### config.mk
export PLATFORM = sky130hd
export DESIGN_NAME = line_ctrl
export DESIGN_NICKNAME = d
export VERILOG_FILES = /design/src/line_ctrl_pkg.sv /design/src/line_ctrl.sv /design/src/prbs_chk.sv /design/src/prbs_gen.sv
export VERILOG_INCLUDE_DIRS = /design/src
export SDC_FILE = /design/constraint.sdc
export NUM_CORES = 1
export LEC_CHECK = 0
export ABC_AREA = 1
export BUFFER_PORTS_ARGS = -buffer_cell sky130_fd_sc_hd__buf_2
export CORE_MARGIN = 3
export CORE_UTILIZATION = 23
export CTS_CLUSTER_DIAMETER = 60
export CTS_CLUSTER_SIZE = 14
export DETAILED_ROUTE_END_ITERATION = 10
export PLACE_DENSITY_LB_ADDON = 0.12
export SLEW_MARGIN = 20
export SYNTH_ARGS = -nofsm -noshare
export SYNTH_HDL_FRONTEND = slang
export SYNTH_HIERARCHICAL = 1
export SYNTH_SLANG_ARGS = --single-unit
### constraint.sdc
create_clock -name clk -period 3.35 [get_ports clk]
set_input_delay 0.5025 -clock clk [delete_from_list [all_inputs] [get_ports clk]]
set_output_delay 0.5025 -clock clk [all_outputs]
set_load 0.05 [all_outputs]
### src/line_ctrl_defs.svh
// Register offsets, field positions, reset values and PRBS constants
`ifndef LINE_CTRL_DEFS_SVH
`define LINE_CTRL_DEFS_SVH

`define LANE0_LINE_CONTROL_OFS 8'h06
`define LANE1_LINE_CONTROL_OFS 8'h0E
`define IRQ_STATUS_OFS 8'h20
`define IRQ_MASK_OFS 8'h21
`define LINE_STATUS_OFS 8'h22
`define LINE_CONTROL_RESET 8'h00
`define LINE_CONTROL_WMASK 8'h3F
`define BIT_RAIL 0
`define BIT_STS1 1
`define BIT_E3 2
`define BIT_LOCAL_LOOP 3
`define BIT_REMOTE_LOOP 4
`define BIT_PATTERN_EN 5
`define PRBS15_LEN 15
`define PRBS15_TAP 14
`define PRBS23_LEN 23
`define PRBS23_TAP 18
`define SYNC_GOOD_COUNT 5'd24
`define SYNC_BAD_COUNT 3'd4

`endif

### src/line_ctrl_pkg.sv
// Types shared by the line control block
package line_ctrl_pkg;

    typedef enum logic [1:0] {RATE_DS3, RATE_STS1, RATE_E3} rate_e;
    typedef enum logic [1:0] {LOOP_NONE, LOOP_REMOTE, LOOP_ANALOG, LOOP_DIGITAL} loop_e;

    typedef struct packed {
        logic pattern_en;
        logic remote_loop_select;
        logic local_loop_select;
        logic rate_e3_select;
        logic sonet_or_t3_rate_select;
        logic rail_mode_select;
    } ctrl_s;

    typedef struct packed {
        logic pos;
        logic neg;
    } rail_s;

endpackage

### src/line_ctrl.sv
// Per-lane line control register bank with loop-back, rail mode and PRBS test
//
// Our own choice: the address-and-strobe port.
`timescale 1ns/10ps
`include "line_ctrl_defs.svh"

// Overview of operation
// - DS3 or STS-1 pattern is 2^15-1
// - E3 pattern is 2^23-1
// - Checker searches recovered data when enabled
// - Bit 5 enables generator and checker together
// - Single rail: negative output flags pattern errors
// - Pattern replaces system transmit data
// - Pattern test only under host control
// - Loop bits 00 normal, remote bit remote loop
// - Local only gives analog local loop
// - Both bits give digital local loop
// - Rate bit 2 forces E3
// - Bit 2 clear: DS3 or STS-1
// - Bit 1 picks STS-1, ignored in E3
// - Single rail enables line coder, one data rail; remote loop still passes both received rails to the line
// - Dual rail pulses one period per line pulse

module line_ctrl #(
    parameter int LANES = 2,
    parameter int PRBS_WIDTH = `PRBS23_LEN
) (
    input wire logic clk, // 40 MHz clock
    input wire logic rst, // Async reset, high
    input wire logic [7:0] addr, // Register address
    input wire logic [7:0] wdata, // Write data
    input wire logic wr, // Write strobe
    input wire logic rd, // Read strobe
    output logic [7:0] rdata, // Read data, cycle after rd
    output logic irq, // Level interrupt
    input wire logic host_mode, // 1 when driven by host registers
    input wire line_ctrl_pkg::rail_s [LANES-1:0] tx_data_in, // tx_positive/negative_data_in
    input wire line_ctrl_pkg::rail_s [LANES-1:0] rx_line_in, // Recovered line pulses
    output line_ctrl_pkg::rail_s [LANES-1:0] tx_line_out, // To line driver
    output line_ctrl_pkg::rail_s [LANES-1:0] rx_data_out, // rx_positive_data_out, neg/violation
    output logic [LANES-1:0] coder_enable, // Line coder on
    output line_ctrl_pkg::rate_e [LANES-1:0] rate, // Line rate in effect
    output line_ctrl_pkg::loop_e [LANES-1:0] loop_mode // Loop-back in effect
);
    // Refused at elaboration: offsets and status bits exist for two lanes only
    if (LANES < 1 || LANES > 2) begin : g_bad_lanes
        $error("line_ctrl supports one or two lanes");
    end

    // --------------------------------------------------------------
    // State
    // --------------------------------------------------------------
    typedef struct packed {
        line_ctrl_pkg::ctrl_s [LANES-1:0] ctrl;
        logic [7:0] irq_status;
        logic [7:0] irq_mask;
        logic [7:0] rdata;
        line_ctrl_pkg::rail_s [LANES-1:0] tx_out;
        line_ctrl_pkg::rail_s [LANES-1:0] rx_out;
        logic [LANES-1:0] lock_d;
    } state_s;

    state_s state;
    state_s next_state;

    logic [LANES-1:0] gen_bit;
    logic [LANES-1:0] chk_err;
    logic [LANES-1:0] chk_lock;
    logic [LANES-1:0] pat_on;
    logic [LANES-1:0] e3;
    logic [LANES-1:0] chk_in;
    logic [7:0] events;

    // --------------------------------------------------------------
    // Pattern engines per lane
    // --------------------------------------------------------------
    for (genvar i = 0; i < LANES; i++) begin : g_lane
        // Outside host control the pattern logic is held off.
        assign pat_on[i] = state.ctrl[i].pattern_en & host_mode;
        assign e3[i] = state.ctrl[i].rate_e3_select;

        prbs_gen #(.WIDTH(PRBS_WIDTH)) u_gen (
            .clk(clk),
            .rst(rst),
            .enable(pat_on[i]),
            .long_mode(e3[i]),
            .bit_out(gen_bit[i])
        );

        // Digital local loop feeds the checker from the transmit stream.
        assign chk_in[i] = (loop_mode[i] == line_ctrl_pkg::LOOP_DIGITAL) ?
                           state.tx_out[i].pos : rx_line_in[i].pos;

        prbs_chk #(.WIDTH(PRBS_WIDTH)) u_chk (
            .clk(clk),
            .rst(rst),
            .enable(pat_on[i]),
            .long_mode(e3[i]),
            .data_in(chk_in[i]),
            .error(chk_err[i]),
            .locked(chk_lock[i])
        );

        always_comb begin
            if (state.ctrl[i].rate_e3_select) begin
                rate[i] = line_ctrl_pkg::RATE_E3;
            end else if (state.ctrl[i].sonet_or_t3_rate_select) begin
                rate[i] = line_ctrl_pkg::RATE_STS1;
            end else begin
                rate[i] = line_ctrl_pkg::RATE_DS3;
            end
            unique case ({state.ctrl[i].local_loop_select, state.ctrl[i].remote_loop_select})
                2'b00: loop_mode[i] = line_ctrl_pkg::LOOP_NONE;
                2'b01: loop_mode[i] = line_ctrl_pkg::LOOP_REMOTE;
                2'b10: loop_mode[i] = line_ctrl_pkg::LOOP_ANALOG;
                2'b11: loop_mode[i] = line_ctrl_pkg::LOOP_DIGITAL;
            endcase
        end

        assign coder_enable[i] = ~state.ctrl[i].rail_mode_select;
        assign tx_line_out[i] = state.tx_out[i];
        assign rx_data_out[i] = state.rx_out[i];
    end

    // --------------------------------------------------------------
    // Next state
    // --------------------------------------------------------------
    always_comb begin
        next_state = state;
        events = 8'h00;
        next_state.rdata = 8'h00;

        for (int i = 0; i < LANES; i++) begin
            // Transmit path
            if (pat_on[i]) begin
                next_state.tx_out[i].pos = gen_bit[i];
                next_state.tx_out[i].neg = 1'b0;
            end else if (loop_mode[i] == line_ctrl_pkg::LOOP_REMOTE) begin
                next_state.tx_out[i] = rx_line_in[i];
            end else if (!state.ctrl[i].rail_mode_select) begin
                next_state.tx_out[i].pos = tx_data_in[i].pos;
                next_state.tx_out[i].neg = 1'b0;
            end else begin
                next_state.tx_out[i] = tx_data_in[i];
            end

            // Receive path; analog and digital local loops return transmit data to the system side
            if (loop_mode[i] == line_ctrl_pkg::LOOP_ANALOG ||
                loop_mode[i] == line_ctrl_pkg::LOOP_DIGITAL) begin
                next_state.rx_out[i] = state.tx_out[i];
            end else begin
                next_state.rx_out[i] = rx_line_in[i];
            end
            if (!state.ctrl[i].rail_mode_select) begin
                // Single rail: negative output carries the error flag only
                // while checking; no counter here, framer logic counts.
                next_state.rx_out[i].neg = pat_on[i] & chk_err[i];
            end

            next_state.lock_d[i] = chk_lock[i];
            events[2*i] = chk_err[i];
            events[2*i+1] = chk_lock[i] & ~state.lock_d[i];
        end

        // Register writes
        if (wr) begin
            for (int i = 0; i < LANES; i++) begin
                if (addr == (i == 0 ? `LANE0_LINE_CONTROL_OFS : `LANE1_LINE_CONTROL_OFS)) begin
                    next_state.ctrl[i] = 6'(wdata & `LINE_CONTROL_WMASK);
                end
            end
            if (addr == `IRQ_MASK_OFS) begin
                next_state.irq_mask = wdata;
            end
        end

        // Sticky status: a new event beats a write-one clear
        next_state.irq_status = state.irq_status;
        if (wr && addr == `IRQ_STATUS_OFS) begin
            next_state.irq_status = state.irq_status & ~wdata;
        end
        next_state.irq_status = next_state.irq_status | events;

        // Register reads
        if (rd) begin
            for (int i = 0; i < LANES; i++) begin
                if (addr == (i == 0 ? `LANE0_LINE_CONTROL_OFS : `LANE1_LINE_CONTROL_OFS)) begin
                    next_state.rdata = {2'b00, state.ctrl[i]};
                end
            end
            if (addr == `IRQ_STATUS_OFS) begin
                next_state.rdata = state.irq_status;
            end
            if (addr == `IRQ_MASK_OFS) begin
                next_state.rdata = state.irq_mask;
            end
            if (addr == `LINE_STATUS_OFS) begin
                next_state.rdata = 8'({chk_lock, pat_on});
            end
        end
    end

    // --------------------------------------------------------------
    // Registers
    // --------------------------------------------------------------
    always_ff @(posedge clk or posedge rst) begin
        if (rst) begin
            state <= '0;
        end else begin
            state <= next_state;
        end
    end

    assign rdata = state.rdata;
    assign irq = |(state.irq_status & state.irq_mask);
endmodule

### src/prbs_chk.sv
// PRBS checker: self-synchronising per-bit error detection
`timescale 1ns/10ps
`include "line_ctrl_defs.svh"

module prbs_chk #(
    parameter int WIDTH = `PRBS23_LEN
) (
    input wire logic clk, // Line clock
    input wire logic rst, // Async reset, high
    input wire logic enable, // Checker running
    input wire logic long_mode, // 1 selects the 23-stage sequence
    input wire logic data_in, // Recovered data bit
    output logic error, // Registered per-bit error
    output logic locked // Sequence found
);
    // Refused at elaboration: the long sequence needs every stage
    if (WIDTH < `PRBS23_LEN) begin : g_bad_width
        $error("prbs_chk WIDTH too small");
    end

    typedef struct packed {
        logic [WIDTH-1:0] hist;
        logic [4:0] good;
        logic [2:0] bad;
        logic locked;
        logic error;
    } state_s;

    state_s state;
    state_s next_state;
    logic expect_bit;
    logic miss;

    // Expected bit is predicted from the last received bits, so the search
    // restarts by itself after any slip without a separate seeding phase.
    always_comb begin
        next_state = state;
        expect_bit = long_mode ? (state.hist[`PRBS23_LEN-1] ^ state.hist[`PRBS23_TAP-1])
                               : (state.hist[`PRBS15_LEN-1] ^ state.hist[`PRBS15_TAP-1]);
        miss = expect_bit ^ data_in;
        next_state.error = 1'b0;
        if (!enable) begin
            next_state.good = '0;
            next_state.bad = '0;
            next_state.locked = 1'b0;
        end else begin
            next_state.hist = {state.hist[WIDTH-2:0], data_in};
            next_state.error = miss & state.locked;
            if (!state.locked) begin
                next_state.good = miss ? 5'd0 : state.good + 5'd1;
                if (!miss && state.good == `SYNC_GOOD_COUNT - 5'd1) begin
                    next_state.locked = 1'b1;
                    next_state.bad = '0;
                end
            end else if (miss) begin
                next_state.bad = state.bad + 3'd1;
                if (state.bad == `SYNC_BAD_COUNT - 3'd1) begin
                    next_state.locked = 1'b0;
                    next_state.good = '0;
                end
            end else begin
                next_state.bad = '0;
            end
        end
    end

    always_ff @(posedge clk or posedge rst) begin
        if (rst) begin
            state <= '{hist: '0, good: 5'd0, bad: 3'd0, locked: 1'b0, error: 1'b0};
        end else begin
            state <= next_state;
        end
    end

    assign error = state.error;
    assign locked = state.locked;
endmodule

### src/prbs_gen.sv
// PRBS generator: 2^15-1 or 2^23-1 sequence, one bit per clock
`timescale 1ns/10ps
`include "line_ctrl_defs.svh"

module prbs_gen #(
    parameter int WIDTH = `PRBS23_LEN
) (
    input wire logic clk, // Line clock
    input wire logic rst, // Async reset, high
    input wire logic enable, // Step the sequence
    input wire logic long_mode, // 1 selects the 23-stage sequence
    output logic bit_out // Generated bit
);
    // Refused at elaboration: the long sequence needs every stage
    if (WIDTH < `PRBS23_LEN) begin : g_bad_width
        $error("prbs_gen WIDTH too small");
    end

    typedef struct packed {
        logic [WIDTH-1:0] lfsr;
        logic out;
    } state_s;

    state_s state;
    state_s next_state;
    logic fb;

    always_comb begin
        next_state = state;
        fb = long_mode ? (state.lfsr[`PRBS23_LEN-1] ^ state.lfsr[`PRBS23_TAP-1])
                       : (state.lfsr[`PRBS15_LEN-1] ^ state.lfsr[`PRBS15_TAP-1]);
        if (enable) begin
            next_state.lfsr = {state.lfsr[WIDTH-2:0], fb};
            next_state.out = fb;
        end
    end

    always_ff @(posedge clk or posedge rst) begin
        if (rst) begin
            state <= '{lfsr: '1, out: 1'b0};
        end else begin
            state <= next_state;
        end
    end

    assign bit_out = state.out;
endmodule

Word level (Yosys, flattened, before mapping)
Cells that the tools add are included.
{"block": "word_totals", "ff_bits": 160}
{"block": "op_classes", "add_sub_neg": 4, "n_eq_ne": 27, "mux": 49, "n_bitwise": 26, "n_reduce_logical": 15}
{"operator": "$mux W8", "count": 6}
{"operator": "$mux W9", "count": 4}
{"operator": "$mux W5", "count": 6}
{"operator": "$eq A8 B6 Y1 const B", "count": 3}
{"operator": "$mux W1", "count": 18}
{"operator": "$ne A3 B3 Y1 const B", "count": 6}
{"operator": "$and A8 B8 Y8", "count": 2}
{"operator": "$eq A2 B2 Y1 const B", "count": 8}
{"operator": "$mux W2", "count": 8}
{"operator": "$pmux W2 S4", "count": 2}
{"operator": "$add A5 B1 Y5 const B", "count": 2}
{"operator": "$eq A5 B5 Y1 const B", "count": 2}
{"operator": "$reduce_and A2 Y1", "count": 5}
{"operator": "$xor A1 B1 Y1", "count": 10}
{"operator": "$and A1 B1 Y1", "count": 8}
{"operator": "$eq A2 B1 Y1 const B", "count": 4}
{"operator": "$eq A8 B3 Y1 const B", "count": 1}
{"operator": "$eq A8 B4 Y1 const B", "count": 1}
{"operator": "$mux W4", "count": 2}
{"operator": "$not A8 Y8", "count": 1}
{"operator": "$or A8 B4 Y8", "count": 1}
{"operator": "$reduce_or A8 Y1", "count": 1}
{"operator": "$add A3 B1 Y3 const B", "count": 2}
{"operator": "$eq A3 B2 Y1 const B", "count": 2}
{"operator": "7 further kinds", "count": 16}

Depth between registers and ports, before layout
{"block": "logic_depth", "depth_word": 10, "ltp_mapped": 10, "depth_no_buf": 9}

Modules after synthesis
The synthesis kept the hierarchy.
{"module": "prbs_chk", "instances": 2, "cells_per_inst": 172, "area_each_um2": 1498.9, "seq_area_each_um2": 825.8}
{"module": "line_ctrl", "instances": 1, "cells_per_inst": 291, "area_each_um2": 2461.1, "seq_area_each_um2": 1151.1}
{"module": "prbs_gen", "instances": 2, "cells_per_inst": 105, "area_each_um2": 1002.2, "seq_area_each_um2": 629.4}

Worst setup path before layout
OpenSTA, ideal clock, no wires.
{"block": "synth_timing", "path_type": "flip-flop to output port", "startpoint": "reg state (netlist bit e3[1])", "endpoint": "out rate[2] in the netlist's numbering", "arrival_ps": 1142, "t_required_ps": 2847, "setup_slack_ps": 1706, "stages_incl_launch_ff": 2, "n_path_buf": 0, "cell_sequence": "dfrtp_1 > nor2_1"}
{"element": "from (decl)", "line_no": "line_ctrl.sv:63", "source": "state_s state;"}
{"element": "from (signal assigned)", "line_no": "line_ctrl.sv:210", "source": "state <= next_state;"}
{"element": "to (decl)", "line_no": "line_ctrl.sv:42", "source": "output line_ctrl_pkg::rate_e [LANES-1:0] rate,"}

==> out/metrics.yaml <==
yosys:
  synth-async-reset-ratio_pct: 100
  synth_nets: 880
  ys_ff_latch: 160
  synthMuxAreaShare_pct: 0.268
  syn-cell-area_mm2: 0.00746
  yosysTopAreaCell: "dfrtp_1"
  ys.flop_type: "dfrtp_1"
  synthTopCellsByCount: "318 x nand2_1, 114 x dfrtp_1, 75 x inv_1"
  synthAdderAreaFrac_pct: 1.01
  synthCells: 845
  synth_warnings: 6
  synth_top_family_by_area: "simple AND/OR/NAND/NOR gates"
  synth_compound_area_share_pct: 6.71
  synth_edf_count: 0
  synthSimpleGateAreaFrac_pct: 28.0
  ys_seq_area_share_pct: 54.4
  yosysMostFrequentCell: "nand2_1"
  netlist.area_leader.share_pct: 38.2
  synthTopCellsByArea: "dfrtp_1 38%, dfstp_2 16%, nand2_1 16%, nand3_1 4.3%, inv_1 3.8%"
  avgSynthCellArea_um2: 8.83
  yosysUniqueCellTypes: 36
  synth-xor-area-share_pct: 0.469
timing:
  holdWs_ns: 0.187
  finalSetupViolCount: 0
  maxSlewHeadroom_pct: 37.2
  hold_viol: 0
  rsz0062_at_grt: "false"
  finClkSkew_ns: 0.0165
  min_period_ns: 2.14
  max_clock_freq_ghz: 0.468
  post-route-period-util_pct: 63.7
  fin_tns_setup_ns: 0
  worst_pin_slew_ns: 0.941
  finalMaxSlewViolations: 0
drt:
  drtPass1Iterations: 4
  wl_per_cell_um: 13.6
  drt_iter0_markers: 375
  antenna_left: 0
  drc: 0
  drt-total-wl_um: 18000
  via_per_inst: 3.94
  vias: 5220
clocking:
  htreeDepth: 4
  post_cts_buffers: 0
  ctsResizeCount: 0
  cts_tree: "done"
  cts.reportedPaths.clkPinSlew_ns: 0.07
  clockBufferDepth: 2
  cts_num_sinks: 160
  hold_buffers: 0
  numCtsBuffers: 17
  insertion_delay_ns: 0.43
  cts_root_buf: "clkbuf_16"
critical_path:
  end_kind: "output pin"
  regToRegStartpoint: "state[39]"
  critPathArrivalTime_ns: 1.63
  startpoint: "state[24]"
  crit_type: "flop to output pin"
  rrSetupSlack_ns: 1.51
  startpoint_type: "flop"
  cp.required_ns: 2.85
  crit_fanout: 2
place:
  gp_congestion: 0.732
  hpwl_um: 12500
  place_area_mm2: 0.00797
  io_buffers: 55
pwr:
  leakage_uw: 0.00430
  p_per_area_mw_per_mm2: 575
  finalPower_uw: 4920
  worst_ir_drop_vdd_mv: 0.354
min_path:
  holdCritPathClass: "primary input to async pin"
global_route:
  overflow: 0
  grt_max_degree: 55
  grt_pass1_wl_um: 29500
  antenna_found_initial: 0
  grt_pass1_vias: 5210
  grt_usage_pct: 11.0
floorplanning:
  start_util_pct: 23.5
  die_x_um: 186
  row_count: 65
  floorplan.io_pins: 56
  die_h_um: 186
  coreArea_mm2: 0.0318
  die_area_mm2: 0.0346
final_layout:
  area_growth_pct: 14.6
  finalInstanceArea_mm2: 0.00855
  drive_gt1_share_pct: 22.2
  antenna_cells: 0
  num-nets-final: 913
  utilization_pct: 26.9
outcome:
  run_status: "complete, no violations"
flow_run:
  maxCapViolations: 0
==> routing by layer <==
| layer | vias to the layer above | GRT usage (%) | share of wire, % | routed length [um] |
|---|---|---|---|---|
| li1 | 2691 | - | - | - |
| met1 | 2445 | 16.6 | 52 | 9420 |
| met2 | 68 | 15.9 | 43 | 7750 |
| met3 | 16 | 2.06 | 2.9 | 528 |
| met4 | 0 | 3.72 | 1.6 | 291 |
| met5 | - | 0 | 0 | 0 |
==> path summary, 6_finish.rpt <==
| kind | to | cells past startpoint |
|---|---|---|
| worst max-delay path | irq | 5 |
| worst min-delay path | rx_data_out[2] | 2 |
| worst max register to register | g_lane[0].u_chk/state[5] | 7 |
| worst min register to register | g_lane[1].u_gen/state[17] | 2 |
| max in group asynchronous | state[26] | 3 |
| min in group clk | state[33] | 2 |
==> stage by stage <==
stage | std cells | setup slack (ns)
after floorplan | 845 | 1.71
after global placement | 1294 | 1.31
after detailed placement | 1294 | 1.31
after CTS | 1326 | 1.17
after global routing | 1326 | 1.09
final | 1326 | 1.21
==> cells by family (layout without fill, tap and decap cells) <==
group                      Yosys count  in the layout
muxes                                2              2
buffers and inverters              130            176
xor gates and xnor gates             4              4
adders and majority gates            6              6
DFF                                160            160
AOI/OAI and AO/OA                   87             87
and+or+nand+nor                    456            456
==> layout by cell type (no fill, tap or decap), types with 2 or more instances in the layout <==
cell,instances
nand3_4,2
mux2i_1,2
dfstp_2,46
a31oi_1,2
a21oi_1,11
o21a_1,2
inv_1,74
xor2_1,4
nor2_4,6
inv_6,7
nor2_8,4
inv_2,6
nand2_4,3
a21o_1,2
o21ai_2,12
ha_1,6
nor2_2,2
clkinv_4,2
o21ai_1,12
nand3_2,8
nand2_2,12
clkbuf_16,19
nand3_1,64
inv_4,2
nand2_1,318
nor3b_1,2
buf_2,55
dfrtp_1,114
nand3b_1,8
o21ai_0,44
nor2_1,26
buf_4,7
clkinv_2,2
==> where the power goes <==
part	total (uW)	switching (uW)	internal, uW	leakage, uW
combinational	640	441	199	0.00204
sequential	2360	136	2220	0.00197
clock	1920	849	1070	0.000289
==> worst max-delay path, stage by stage (launching register included) <==
cell,delay (ns)
dfrtp_1,0.40
inv_1,0.09
o21ai_0,0.11
a221oi_1,0.28
nand2_1,0.10
buf_2,0.23
==> registers in the layout, indices dropped and copies added (netlist names) <==
register              flops
g_lane.u_gen/bit_out      2
rdata                     8
rx_data_out               4
g_lane.u_gen/state       46
g_lane.u_chk/error        2
e3                        2
tx_line_out               4
state                    28
g_lane.u_chk/state       62
g_lane.u_chk/locked       2
==> final cells by class <==
class / instances / area, um^2
clock buffers: 20 / 489
fillers: 3486 / 23200
well taps: 435 / 544
inverters: 82 / 318
flip-flops and latches: 160 / 4060
clock inverters: 12 / 91.3
repair buffers: 62 / 328
multi-input cells: 555 / 2720
Note: power is estimated with default switching activity, not from simulation.
